==> config.mk <==
export PLATFORM = sky130hd
export DESIGN_NAME = sps_sfr_page_ctl
export DESIGN_NICKNAME = d
export VERILOG_FILES = /design/src/logic/sps_pkg.sv /design/src/logic/sps_page_stack.sv /design/src/logic/sps_sfr_page_ctl.sv
export SDC_FILE = /design/constraint.sdc
export NUM_CORES = 1
export LEC_CHECK = 0
export BUFFER_PORTS_ARGS = -buffer_cell sky130_fd_sc_hd__buf_4
export CAP_MARGIN = 20
export CORE_UTILIZATION = 38
export CTS_BUF_LIST = sky130_fd_sc_hd__clkbuf_8
export CTS_CLUSTER_SIZE = 8
export DETAILED_ROUTE_END_ITERATION = 16
export GPL_ROUTABILITY_DRIVEN = 0
export PLACE_DENSITY = 0.66
export SLEW_MARGIN = 20
export SYNTH_ARGS = -nofsm -noshare
export SYNTH_HDL_FRONTEND = slang
export SYNTH_HIERARCHICAL = 1
export SYNTH_SLANG_ARGS = --single-unit
==> constraint.sdc <==
create_clock -name clk -period 4.5 [get_ports clk]
set_clock_uncertainty 0.2 [all_clocks]
set_input_delay 0.45 -clock clk [delete_from_list [all_inputs] [get_ports clk]]
set_output_delay 0.45 -clock clk [all_outputs]
set_load 0.005 [all_outputs]
==> src/logic/sps_pkg.sv <==
// How it works
// - direct accesses to 0x80..0xff go to register space, below that to data memory
// - bit access only where address ends in 0 or 8; others take whole bytes
// - the page select is eight bits wide, giving 256 selectable pages
// - only pages 0x00, 0x0c and 0x0f reach peripherals; other pages select nothing
// - three entry page stack: active page, middle entry, bottom entry
// - interrupt entry shifts middle to bottom, active to middle, then loads new page
// - interrupt return moves middle to active and bottom to middle
// - an empty bottom entry holds 0x00, which moves into middle on a pop
// - software writes to stack entries never push or pop
// - interrupt entry loads page 0x00, the controller area network interrupt loads 0x0c
// - a preempting interrupt pushes again and overwrites a software-written bottom entry
`default_nettype none
package sps_pkg;

    localparam logic [7:0] SFR_BASE     = 8'h80;
    localparam logic [7:0] PAGE_GENERAL = 8'h00;
    localparam logic [7:0] PAGE_CAN     = 8'h0c;
    localparam logic [7:0] PAGE_AUX     = 8'h0f;
    localparam logic [7:0] ADDR_ACTIVE  = 8'ha7;
    localparam logic [7:0] ADDR_MIDDLE  = 8'h85;
    localparam logic [7:0] ADDR_BOTTOM  = 8'h86;
    localparam logic [7:0] RESET_PAGE   = 8'h00;
    localparam logic [7:0] EMPTY_PAGE   = 8'h00;
    localparam logic [2:0] BIT_ALIGN    = 3'h0;
    localparam logic [7:0] FULL_MASK    = 8'hff;
    localparam logic [7:0] ONE_BIT      = 8'h01;

    typedef struct packed {
        logic       valid;
        logic       write;
        logic       bitOp;
        logic [2:0] bitIdx;
        logic [7:0] addr;
        logic [7:0] wdata;
    } sps_req_t;

    typedef struct packed {
        logic       rd;
        logic       wr;
        logic       bitOp;
        logic [7:0] page;
        logic [7:0] addr;
        logic [7:0] bitMask;
        logic [7:0] wdata;
    } sps_sfr_t;

    function automatic logic isSfrAddr(input logic [7:0] addr);
        return (addr & SFR_BASE) == SFR_BASE;
    endfunction : isSfrAddr

    function automatic logic isBitAddressable(input logic [7:0] addr);
        return addr[2:0] == BIT_ALIGN;
    endfunction : isBitAddressable

    function automatic logic isPopulated(input logic [7:0] page);
        return page == PAGE_GENERAL || page == PAGE_CAN || page == PAGE_AUX;
    endfunction : isPopulated

    function automatic logic isStackAddr(input logic [7:0] addr);
        return addr == ADDR_ACTIVE || addr == ADDR_MIDDLE || addr == ADDR_BOTTOM;
    endfunction : isStackAddr

endpackage : sps_pkg
`default_nettype wire

==> src/logic/sps_page_stack.sv <==
`timescale 1ns/100ps
`default_nettype none
module sps_page_stack
(
    input  wire logic       clk,
    input  wire logic       sys_rst,
    input  wire logic       push,
    input  wire logic       pushIsCan,
    input  wire logic       pop,
    input  wire logic       wrActive,
    input  wire logic       wrMiddle,
    input  wire logic       wrBottom,
    input  wire logic [7:0] wdata,
    output var  logic [7:0] activeQ,
    output var  logic [7:0] middleQ,
    output var  logic [7:0] bottomQ
);

    // interrupt movement outranks a software write in the same cycle
    always_ff @(posedge clk)
    begin
        if (sys_rst)
        begin
            activeQ <= sps_pkg::RESET_PAGE;
            middleQ <= sps_pkg::EMPTY_PAGE;
            bottomQ <= sps_pkg::EMPTY_PAGE;
        end
        else if (push)
        begin
            bottomQ <= middleQ;
            middleQ <= activeQ;
            activeQ <= pushIsCan ? sps_pkg::PAGE_CAN : sps_pkg::PAGE_GENERAL;
        end
        else if (pop)
        begin
            activeQ <= middleQ;
            middleQ <= bottomQ;
            bottomQ <= sps_pkg::EMPTY_PAGE;
        end
        else
        begin
            if (wrActive)
                activeQ <= wdata;
            if (wrMiddle)
                middleQ <= wdata;
            if (wrBottom)
                bottomQ <= wdata;
        end
    end

    a_push_shift: assert property (@(posedge clk) disable iff (sys_rst)
        push |=> middleQ == $past(activeQ) && bottomQ == $past(middleQ))
        else $error("push did not shift the page stack");

    a_push_page: assert property (@(posedge clk) disable iff (sys_rst)
        push |=> activeQ == ($past(pushIsCan) ? 8'h0c : 8'h00))
        else $error("interrupt entry loaded the wrong page");

    a_pop_restore: assert property (@(posedge clk) disable iff (sys_rst)
        pop && !push |=> activeQ == $past(middleQ) && middleQ == $past(bottomQ))
        else $error("return did not restore the page");

    a_pop_empty: assert property (@(posedge clk) disable iff (sys_rst)
        pop && !push ##1 pop && !push |=> middleQ == 8'h00)
        else $error("empty bottom entry did not read as zero");

    a_write_nomove: assert property (@(posedge clk) disable iff (sys_rst)
        (wrMiddle || wrBottom) && !wrActive && !push && !pop |=> activeQ == $past(activeQ))
        else $error("stack entry write moved the active page");

endmodule : sps_page_stack
`default_nettype wire

==> src/logic/sps_sfr_page_ctl.sv <==
`timescale 1ns/100ps
`default_nettype none
module sps_sfr_page_ctl
(
    input  wire logic             clk,
    input  wire logic             sys_rst,
    input  wire sps_pkg::sps_req_t coreReq,
    input  wire logic             intTake,
    input  wire logic             intIsCan,
    input  wire logic             retiDone,
    input  wire logic [7:0]       sfrRdata,
    output var  sps_pkg::sps_req_t ramReq,
    output var  sps_pkg::sps_sfr_t sfrBus,
    output var  logic             coreRdValid,
    output var  logic [7:0]       coreRdata,
    output var  logic             coreRdBit,
    output var  logic             bitRefused,
    output var  logic [7:0]       activePage,
    output var  logic [7:0]       pageStackMiddle,
    output var  logic [7:0]       pageStackBottom
);

    logic       inSfr;
    logic       isStack;
    logic       bitBad;
    logic       pagedOk;
    logic       byteWr;
    logic [7:0] localData;

    logic       rdPend_q;
    logic       rdLocal_q;
    logic       rdFwd_q;
    logic [2:0] rdBitIdx_q;
    logic [7:0] localData_q;
    logic [7:0] rdByte;

    always_comb
    begin
        inSfr   = coreReq.valid && sps_pkg::isSfrAddr(coreReq.addr);
        isStack = inSfr && sps_pkg::isStackAddr(coreReq.addr);
        bitBad  = inSfr && coreReq.bitOp && !sps_pkg::isBitAddressable(coreReq.addr);
        pagedOk = inSfr && !isStack && !bitBad && sps_pkg::isPopulated(activePage);
        byteWr  = isStack && coreReq.write && !coreReq.bitOp;
    end

    always_comb
    begin
        case (coreReq.addr)
            sps_pkg::ADDR_ACTIVE: localData = activePage;
            sps_pkg::ADDR_MIDDLE: localData = pageStackMiddle;
            sps_pkg::ADDR_BOTTOM: localData = pageStackBottom;
            default:              localData = sps_pkg::EMPTY_PAGE;
        endcase
    end

    // stack entries change on the taking edge so the next access sees the new page
    sps_page_stack u_stack
    (
        .clk       (clk),
        .sys_rst   (sys_rst),
        .push      (intTake),
        .pushIsCan (intIsCan),
        .pop       (retiDone),
        .wrActive  (byteWr && coreReq.addr == sps_pkg::ADDR_ACTIVE),
        .wrMiddle  (byteWr && coreReq.addr == sps_pkg::ADDR_MIDDLE),
        .wrBottom  (byteWr && coreReq.addr == sps_pkg::ADDR_BOTTOM),
        .wdata     (coreReq.wdata),
        .activeQ   (activePage),
        .middleQ   (pageStackMiddle),
        .bottomQ   (pageStackBottom)
    );

    // data memory path
    always_ff @(posedge clk)
    begin
        if (sys_rst)
            ramReq <= '0;
        else if (coreReq.valid && !sps_pkg::isSfrAddr(coreReq.addr))
            ramReq <= coreReq;
        else
            ramReq <= '0;
    end

    // peripheral register path; unpopulated pages see no strobe at all
    always_ff @(posedge clk)
    begin
        if (sys_rst)
            sfrBus <= '0;
        else
        begin
            sfrBus.rd      <= pagedOk && !coreReq.write;
            sfrBus.wr      <= pagedOk && coreReq.write;
            sfrBus.bitOp   <= pagedOk && coreReq.bitOp;
            sfrBus.page    <= activePage;
            sfrBus.addr    <= coreReq.addr;
            sfrBus.bitMask <= coreReq.bitOp ? (sps_pkg::ONE_BIT << coreReq.bitIdx)
                                            : sps_pkg::FULL_MASK;
            sfrBus.wdata   <= coreReq.wdata;
        end
    end

    // refused bit accesses are reported, never performed
    always_ff @(posedge clk)
    begin
        if (sys_rst)
            bitRefused <= 1'b0;
        else
            bitRefused <= bitBad;
    end

    // read return pipeline, first stage
    always_ff @(posedge clk)
    begin
        if (sys_rst)
        begin
            rdPend_q    <= 1'b0;
            rdLocal_q   <= 1'b0;
            rdFwd_q     <= 1'b0;
            rdBitIdx_q  <= 3'h0;
            localData_q <= 8'h00;
        end
        else
        begin
            rdPend_q    <= inSfr && !coreReq.write && !bitBad;
            rdLocal_q   <= isStack;
            rdFwd_q     <= pagedOk && !coreReq.write;
            rdBitIdx_q  <= coreReq.bitIdx;
            localData_q <= localData;
        end
    end

    // empty pages and holes read as zero; software must not rely on it
    always_comb
    begin
        if (rdLocal_q)
            rdByte = localData_q;
        else if (rdFwd_q)
            rdByte = sfrRdata;
        else
            rdByte = 8'h00;
    end

    always_ff @(posedge clk)
    begin
        if (sys_rst)
        begin
            coreRdValid <= 1'b0;
            coreRdata   <= 8'h00;
            coreRdBit   <= 1'b0;
        end
        else
        begin
            coreRdValid <= rdPend_q;
            coreRdata   <= rdByte;
            coreRdBit   <= rdByte[rdBitIdx_q];
        end
    end

    a_ram_route: assert property (@(posedge clk) disable iff (sys_rst)
        coreReq.valid && coreReq.addr < 8'h80 |=> ramReq.valid && !sfrBus.rd && !sfrBus.wr)
        else $error("low direct address not routed to data memory");

    a_sfr_route: assert property (@(posedge clk) disable iff (sys_rst)
        coreReq.valid && coreReq.addr >= 8'h80 |=> !ramReq.valid)
        else $error("register address leaked to data memory");

    a_bit_refuse: assert property (@(posedge clk) disable iff (sys_rst)
        coreReq.valid && coreReq.bitOp && coreReq.addr[7] && coreReq.addr[2:0] != 3'h0
        |=> bitRefused && !sfrBus.wr && !sfrBus.rd)
        else $error("bit access to byte-only register not refused");

    a_page_gate: assert property (@(posedge clk) disable iff (sys_rst)
        (sfrBus.rd || sfrBus.wr) |-> sfrBus.page == 8'h00 || sfrBus.page == 8'h0c || sfrBus.page == 8'h0f)
        else $error("strobe issued on an unpopulated page");

    a_stack_read: assert property (@(posedge clk) disable iff (sys_rst)
        coreReq.valid && !coreReq.write && !coreReq.bitOp && coreReq.addr == 8'ha7 && !intTake && !retiDone
        |-> ##2 coreRdValid && coreRdata == $past(activePage, 2))
        else $error("page select read returned the wrong value");

    a_stack_write: assert property (@(posedge clk) disable iff (sys_rst)
        coreReq.valid && coreReq.write && !coreReq.bitOp && coreReq.addr == 8'h86 && !intTake && !retiDone
        |=> pageStackBottom == $past(coreReq.wdata) && !sfrBus.wr)
        else $error("bottom entry write not applied locally");

    a_ram_copy: assert property (@(posedge clk) disable iff (sys_rst)
        coreReq.valid && coreReq.addr < 8'h80
        |=> ramReq.addr == $past(coreReq.addr) && ramReq.wdata == $past(coreReq.wdata))
        else $error("data memory request not copied");

    a_rd_answer: assert property (@(posedge clk) disable iff (sys_rst)
        coreReq.valid && !coreReq.write && coreReq.addr[7] && !(coreReq.bitOp && coreReq.addr[2:0] != 3'h0)
        |-> ##2 coreRdValid)
        else $error("register read got no answer");

    a_refuse_quiet: assert property (@(posedge clk) disable iff (sys_rst)
        coreReq.valid && coreReq.bitOp && coreReq.addr[7] && coreReq.addr[2:0] != 3'h0 |-> ##2 !coreRdValid)
        else $error("refused bit access produced a read answer");

    a_bit_mask: assert property (@(posedge clk) disable iff (sys_rst)
        coreReq.valid && coreReq.bitOp |=> sfrBus.bitMask == (8'h01 << $past(coreReq.bitIdx)))
        else $error("bit access carried the wrong mask");

    a_byte_mask: assert property (@(posedge clk) disable iff (sys_rst)
        coreReq.valid && !coreReq.bitOp |=> sfrBus.bitMask == 8'hff)
        else $error("byte access carried a partial mask");

    a_page_follow: assert property (@(posedge clk) disable iff (sys_rst)
        sfrBus.rd || sfrBus.wr |-> sfrBus.page == $past(activePage))
        else $error("strobe carried a page other than the active one");

    a_fwd_data: assert property (@(posedge clk) disable iff (sys_rst)
        sfrBus.rd |=> coreRdValid && coreRdata == $past(sfrRdata))
        else $error("peripheral read data not returned");

    a_unpop_zero: assert property (@(posedge clk) disable iff (sys_rst)
        coreReq.valid && !coreReq.write && !coreReq.bitOp && coreReq.addr[7]
        && coreReq.addr != 8'ha7 && coreReq.addr != 8'h85 && coreReq.addr != 8'h86
        && activePage != 8'h00 && activePage != 8'h0c && activePage != 8'h0f
        |-> ##2 coreRdata == 8'h00)
        else $error("unpopulated page read did not return zero");

    a_stack_local: assert property (@(posedge clk) disable iff (sys_rst)
        coreReq.valid && (coreReq.addr == 8'ha7 || coreReq.addr == 8'h85 || coreReq.addr == 8'h86)
        |=> !sfrBus.rd && !sfrBus.wr)
        else $error("page stack access reached the peripheral bus");

    a_middle_read: assert property (@(posedge clk) disable iff (sys_rst)
        coreReq.valid && !coreReq.write && !coreReq.bitOp && coreReq.addr == 8'h85
        |-> ##2 coreRdValid && coreRdata == $past(pageStackMiddle, 2))
        else $error("middle entry read returned the wrong value");

endmodule : sps_sfr_page_ctl
`default_nettype wire

==> impl_metrics.toml, run 1 <==
[drt]
wirelength_mm = 10.1
vias = 3174
firstDrtPassIters = 4
drt-initial-drc-count = 149
drc = 0
ant_nets = 0
post_drt_via_cell_ratio = 4.97
wire_per_inst_um = 15.7

[sta]
hold_viol = 0
period_minus_slack_ns = 2.85
rsz0062_at_grt = "no"
setup_ws_ns = 1.65
finalSetupViolCount = 0
period_share_pct = 63.4
slew_violations = 0
worst_pin_slew_ns = 0.774
fmax_mhz = 350
finalSetupTns_ns = 0
slew_headroom_pct = 48.3

[placed_design]
dp_slack_ns = 1.23
dp_hpwl_mm = 6.98
placed_cell_area_um2 = 4940
portBuffers = 126

[hold_path]
hold_class = "input port to register"
hold_depth = 2
min_to = "rdPend_q"
hp-start = "coreReq[20]"

[logic_synthesis]
post_synth.cell_area_avg_um2 = 10.1
syn_nets = 428
async_flop_share_pct = 0
synth_edf_count = 0
ys_ff_latch = 105
ys_dominant_reg_cell = "dfxtp_1"
synth.distinct_cells = 50
synth_seq_area_share_pct = 52.9
syn_area_um2 = 3980
yosys_warnings = 6
syn_inst = 393

[pwr]
total_power_mw = 1.77
p_per_area_nw_per_um2 = 344
vdd_drop_max_v = 0.000182
cellLeakagePower_nw = 2.19

[critical_path]
path_class = "input port to register"
critPathSlowestCell = "nor2b_1"
r2r-end = "coreRdBit"
crit_family = "simple AND/OR/NAND/NOR gates"
reg2reg_depth = 4
crit_path_cell_trace = "buf_4, nand4bb_1, nor4_2, nor2b_1, mux2_2, a22oi_1, nor2_1"
timing.critical_path.buf_inv = 1
r2r-start = "rdLocal_q"
slowest_delay_ns = 0.71
cp-start-kind = "input port"
end_kind = "register"
critical_path_required_ns = 4.54
crit_fanout = 9
arrival_ns = 2.90
rrSetupSlack_ns = 2.47

[floorplan]
core_um2 = 9950
ios = 127
rows = 36
die_w_um = 104
fp.dieH_um = 104
die_area_um2 = 10900
start_util_pct = 39.9

[cts]
postCtsResizedCells = 0
worstSkewPairLatency_ns = 0.37
cts_hold_buffers = 0
post-cts-setup-buffer-count = 0
clk_path_buf_depth = 2
numCtsBuffers = 9
cts_max_level = 3
path_clk_slew_ns = 0.11
cts_tree = "done"
cts-root-buf = "clkbuf_8"
cts_num_sinks = 105

[global_routing]
grt_usage_pct = 18.8
antenna_found_initial = 0
grt_overflow = 0
grt_max_degree = 69
grt_pass1_vias = 2995
grt_pass1_wl_mm = 16.2

[cells_and_area]
area_growth_pct = 29.8
layout.nets = 536
multi_input_area_um2 = 1690
fill_cells = 929
seq_area_um2 = 2100
stdcell_area_um2 = 5160
drive_gt1_share_pct = 33.8
diodes = 0

[run_status]
status = "finished clean"

[flow_run]
drv_cap = 0
-- where the power goes --
part	internal, mW	total (mW)	switching (mW)
Clock	0.274	0.626	0.352
Combinational	0.0889	0.170	0.0811
Sequential	0.958	0.979	0.0208
Total	1.32	1.77	0.454
-- Yosys cell counts, types with 2 or more instances --
master    instances  area share, %
a22o_1            8            1.8
clkbuf_1         18            1.7
xnor2_1           2           0.44
nand3_1           2           0.25
inv_1            10           0.94
buf_4             2           0.38
mux2_2           14            4.0
a22oi_1          23            4.3
and3b_1           2           0.44
a211oi_1          2           0.38
a221o_1           7            1.8
nor2b_1          33            5.2
o21bai_2          7            2.0
buf_6             5            1.4
mux2i_1           6            1.5
and2_1           23            3.6
a21oi_1          18            2.3
dfxtp_1         105             53
nand2_1          14            1.3
o21a_1            2           0.38
a221oi_1          4           0.88
buf_2             3           0.38
nor3b_1           2           0.38
nor4_1            2           0.31
nor3_1            5           0.63
nand3b_1          6            1.1
nor2_1           45            4.2
-- worst max path at each step --
| stage | start | endpoint | slack [ns] | cells past startpoint |
|---|---|---|---|---|
| after global placement | coreReq[14] | u_stack/bottomQ[2] | 1.43 | 7 |
| after detailed placement | coreReq[14] | u_stack/bottomQ[7] | 1.23 | 7 |
| after global routing | coreReq[14] | u_stack/bottomQ[7] | 1.44 | 7 |
| final | coreReq[14] | u_stack/bottomQ[7] | 1.65 | 7 |
| after floorplan | coreReq[14] | u_stack/bottomQ[5] | 2.06 | 7 |
| after CTS | coreReq[14] | u_stack/bottomQ[7] | 1.66 | 7 |
-- flip-flops by register name, summed over array words and instances (netlist names) --
signal	cells
sfrBus	34
ramReq	22
coreRdata	8
localData_q	8
u_stack/activeQ	8
u_stack/bottomQ	8
u_stack/middleQ	8
rdBitIdx_q	3
bitRefused	1
coreRdBit	1
coreRdValid	1
rdFwd_q	1
rdLocal_q	1
rdPend_q	1
-- area by class of cell --
cell class	count	share of cell area, %
Sequential cell	105	40.7
Multi-Input combinational cell	249	32.8
Tap cell	133	3.23
Timing Repair Buffer	126	18.3
Clock buffer	9	2.40
Inverter	10	0.727
Clock inverter	7	1.82
-- cell usage in the layout (no fill, tap or decap), drive strengths merged, types with 3 or more instances in the layout --
cell,n
mux2i,6
nor4,3
and2,23
a22o,8
buf,126
a22oi,23
a221o,7
a221oi,4
a21oi,18
nor3,5
nand2,14
nor2b,33
dfxtp,105
clkbuf,9
inv,14
mux2,14
nor3b,3
o21bai,7
nor2,46
nand3b,6
-- logic make-up (layout without fill, tap and decap cells) --
group / after synthesis / after routing / share of synthesized area (%)
XOR/XNOR: 2 / 2 / 0.441
multiplexers: 20 / 20 / 5.48
AND/OR/NAND/NOR: 146 / 146 / 20.2
AO/OA/AOI/OAI: 80 / 80 / 16.0
other: 1 / 1 / 0.0943
buffers and inverters: 39 / 152 / 4.91
flip-flops: 105 / 105 / 52.9
-- metal layers --
layer  up-vias  GRT usage [%]  part of all wire (%)  routed length, um
met5         -              0                     0                  0
met4         0           7.86                   1.9                188
met3        14           4.32                   5.4                543
met2       114           29.7                    48               4810
met1      1481           24.6                    45               4510
li1       1565              -                     -                  -
-- stage by stage --
stage | hold slack (ns) | util [%] | std cells
after floorplan | 0.214 | - | 393
after global placement | 0.222 | 49.6 | 623
after detailed placement | 0.224 | 49.6 | 623
after CTS | 0.0428 | 51.8 | 639
after global routing | 0.0358 | 51.8 | 639
final | 0.0543 | 51.8 | 639
No activity file was read; power rests on OpenSTA's default activity.
==> run 2: changes to the inputs <==
--- a/config.mk
+++ b/config.mk
@@ -5,6 +5,7 @@
 export SDC_FILE = /design/constraint.sdc
 export NUM_CORES = 1
 export LEC_CHECK = 0
+export ABC_AREA = 1
 export BUFFER_PORTS_ARGS = -buffer_cell sky130_fd_sc_hd__buf_4
 export CAP_MARGIN = 20
 export CORE_UTILIZATION = 38
@@ -12,7 +13,7 @@
 export CTS_CLUSTER_SIZE = 8
 export DETAILED_ROUTE_END_ITERATION = 16
 export GPL_ROUTABILITY_DRIVEN = 0
-export PLACE_DENSITY = 0.66
+export PLACE_DENSITY = 0.68
 export SLEW_MARGIN = 20
 export SYNTH_ARGS = -nofsm -noshare
 export SYNTH_HDL_FRONTEND = slang
==> constraint.sdc (replaced) <==
create_clock -name clk -period 2.5 [get_ports clk]
set_clock_uncertainty 0.2 [all_clocks]
set_input_delay 0.25 -clock clk [delete_from_list [all_inputs] [get_ports clk]]
set_output_delay 0.25 -clock clk [all_outputs]
set_load 0.005 [all_outputs]
==> impl_metrics.toml, run 2 <==
[logic_synthesis]
post_synth.cell_area_avg_um2 = 7.41
synth_edf_count = 0
synth_common_cells = "129 x nand2_1, 105 x dfxtp_1, 95 x nor2_1"
yosysMostFrequentCell = "nand2_1"
syn_nets = 573
synth.distinct_cells = 25
syn_inst = 538
synth_top_area_share_pct = 52.7
synth_seq_area_share_pct = 52.7
yosys_warnings = 6
ys_ff_latch = 105
yosys-top-cells-area = "dfxtp_1 53%, nand2_1 12%, nor2_1 8.9%"
synth_largest_area_cell = "dfxtp_1"
ys_dominant_reg_cell = "dfxtp_1"
async_flop_share_pct = 0
syn_area_um2 = 3990

[placed_design]
dp_hpwl_mm = 7.92
dp_slack_ns = 0.464
portBuffers = 126

[critical_path]
crit_fanout = 11
critical_path_required_ns = 2.57
cp-start-kind = "input port"
crit_path_cell_trace = "dlygate4sd3_1, buf_4, inv_1, nand2_1, nor2_2, nand2_1, nor2_1, inv_1, nand2_2, nand2_1, nor2_1, nor2_1"
arrival_ns = 2.33
crit_cells = 12
crit_family = "simple AND/OR/NAND/NOR gates"
timing.critical_path.buf_inv = 4
path_class = "input port to register"
reg2reg_depth = 6
rrSetupSlack_ns = 0.92
r2r-end = "sfrBus[32]"
endpoint = "u_stack/middleQ[1]"
end_kind = "register"
r2r-start = "u_stack/activeQ[2]"
cp-startpoint = "coreReq[13]"
critPathSlowestCell = "dlygate4sd3_1"
slowest_delay_ns = 0.54

[cells_and_area]
largest_reg_flops = 34
regMostFlops = "sfrBus"
diodes = 0
layout.nets = 724
final_common_cell = "nand2_1"
layout_common_cells = "129 x nand2_1, 128 x buf_4, 105 x dfxtp_1"
area_growth_pct = 38.6
drive_gt1_share_pct = 24.1
reg.largest.list = "sfrBus x34, ramReq x22"

[sta]
rsz0062_at_grt = "no"
period_share_pct = 90.3
worst_pin_slew_ns = 0.510
setup_ws_ns = 0.242
period_minus_slack_ns = 2.26
finalSetupViolCount = 0
finalSetupTns_ns = 0
fmax_mhz = 443
hold_viol = 0
slew_violations = 0
slew_headroom_pct = 66.0

[floorplan]
die_w_um = 104
ios = 127
fp.dieH_um = 104
start_util_pct = 39.0
rows = 37
die_area_um2 = 10900
core_um2 = 10200

[global_routing]
grt_pass1_vias = 3638
antenna_found_initial = 0
grt_max_degree = 26
grt_usage_pct = 19.9
grt_pass1_wl_mm = 17.4
grt_overflow = 0

[cts]
clk_path_buf_depth = 2
cts_max_level = 3
path_clk_slew_ns = 0.11
worstSkewPairLatency_ns = 0.37
postCtsResizedCells = 0
cts-root-buf = "clkbuf_8"
cts_tree = "done"
numCtsBuffers = 9
cts_num_sinks = 105

[flow_run]
drv_cap = 0

[run_status]
status = "finished clean"

[drt]
wire_per_inst_um = 13.0
wirelength_mm = 10.8
post_drt_via_cell_ratio = 4.62
drc = 0
drt-initial-drc-count = 280
vias = 3837
firstDrtPassIters = 5
ant_nets = 0

[hold_path]
hold_class = "input port to register"

[pwr]
p_per_area_nw_per_um2 = 601
cellLeakagePower_nw = 2.74
vdd_drop_max_v = 0.000264
-- run 2: cell types whose count changed in the layout (fill, tap and decap cells not counted), moves of 8 or more --
cell,delta
a21oi_1,+9
a22o_1,-8
a22oi_1,-23
and2_1,-23
dlygate4sd3_1,+29
inv_1,+53
mux2_2,-14
nand2_1,+115
nand3_1,+47
nor2_1,+50
nor2b_1,-33
o21ai_0,+22
-- run 2: worst min-delay path by stage --
| stage | from | to | slack [ns] | cells past startpoint |
|---|---|---|---|---|
| 6_report | coreReq[21] | rdLocal_q | 0.01 | 3 |
| 2_1_floorplan | sys_rst | u_stack/activeQ[0] | 0.12 | 1 |
| 5_1_grt | coreReq[21] | rdLocal_q | 0.02 | 3 |
| 4_1_cts | coreReq[21] | rdLocal_q | 0.01 | 3 |
| 3_5_place_dp | rdPend_q | coreRdValid | 0.20 | 2 |
| 3_3_place_gp | rdPend_q | coreRdValid | 0.20 | 2 |
-- run 2: layout make-up --
cell class	count	area (um2)
fillers	985	4710
flip-flops and latches	105	2100
multi-input cells	349	1530
repair buffers	157	1250
inverters	67	251
well taps	136	170
clock buffers	9	124
clock inverters	7	95.1
-- run 2: power breakdown --
group	total (mW)	internal (mW)	switching (mW)
Combinational	0.413	0.201	0.212
Sequential	1.79	1.74	0.0482
Clock	1.12	0.492	0.628
Total	3.32	2.43	0.888
-- run 2: kinds of logic (layout without fill, tap and decap cells) --
group	after synthesis	count (layout)	synth area share, %
DFF	105	105	52.7
and+or+nand+nor	294	294	31.4
buffers and inverters	84	240	8.88
AOI/OAI and AO/OA	54	54	6.94
other	1	1	0.0941
-- run 2: layer usage --
layer	track usage (%)	vias up	part of all wire, %	routed length (um)
li1	-	1956	-	-
met1	24.8	1728	45	4820
met2	33.5	134	48	5210
met3	3.20	19	5.1	549
met4	9.49	0	1.9	206
met5	0	-	0	0
-- run 2: repair_timing --
action | in CTS | in global routing
endpoints found under the hold margin | 57 | 0
buffers inserted | 0 | 0
hold buffers | 29 | 0
-- run 2: worst reg2reg max path, stage by stage, from the launching register on --
cell and delay, ns:
dfxtp_1 0.45, inv_1 0.12, nand2_1 0.08, nand3_1 0.07, nor3_1 0.34, nand3_2 0.15, nor2_1 0.11
-- run 2: per-stage QoR --
stage / cell area, um2 / power (mW) / hold slack, ns / instances / util (%)
6_report: 5520 / 3.32 / 0.0148 / 830 / 54.0
3_5_place_dp: 5010 / 2.20 / 0.196 / 785 / 49.0
2_1_floorplan: 3990 / 2.00 / 0.119 / 538 / -
3_3_place_gp: 5010 / 2.19 / 0.195 / 785 / 49.0
4_1_cts: 5520 / 3.34 / 0.0130 / 830 / 54.0
5_1_grt: 5520 / 3.46 / 0.0242 / 830 / 54.0
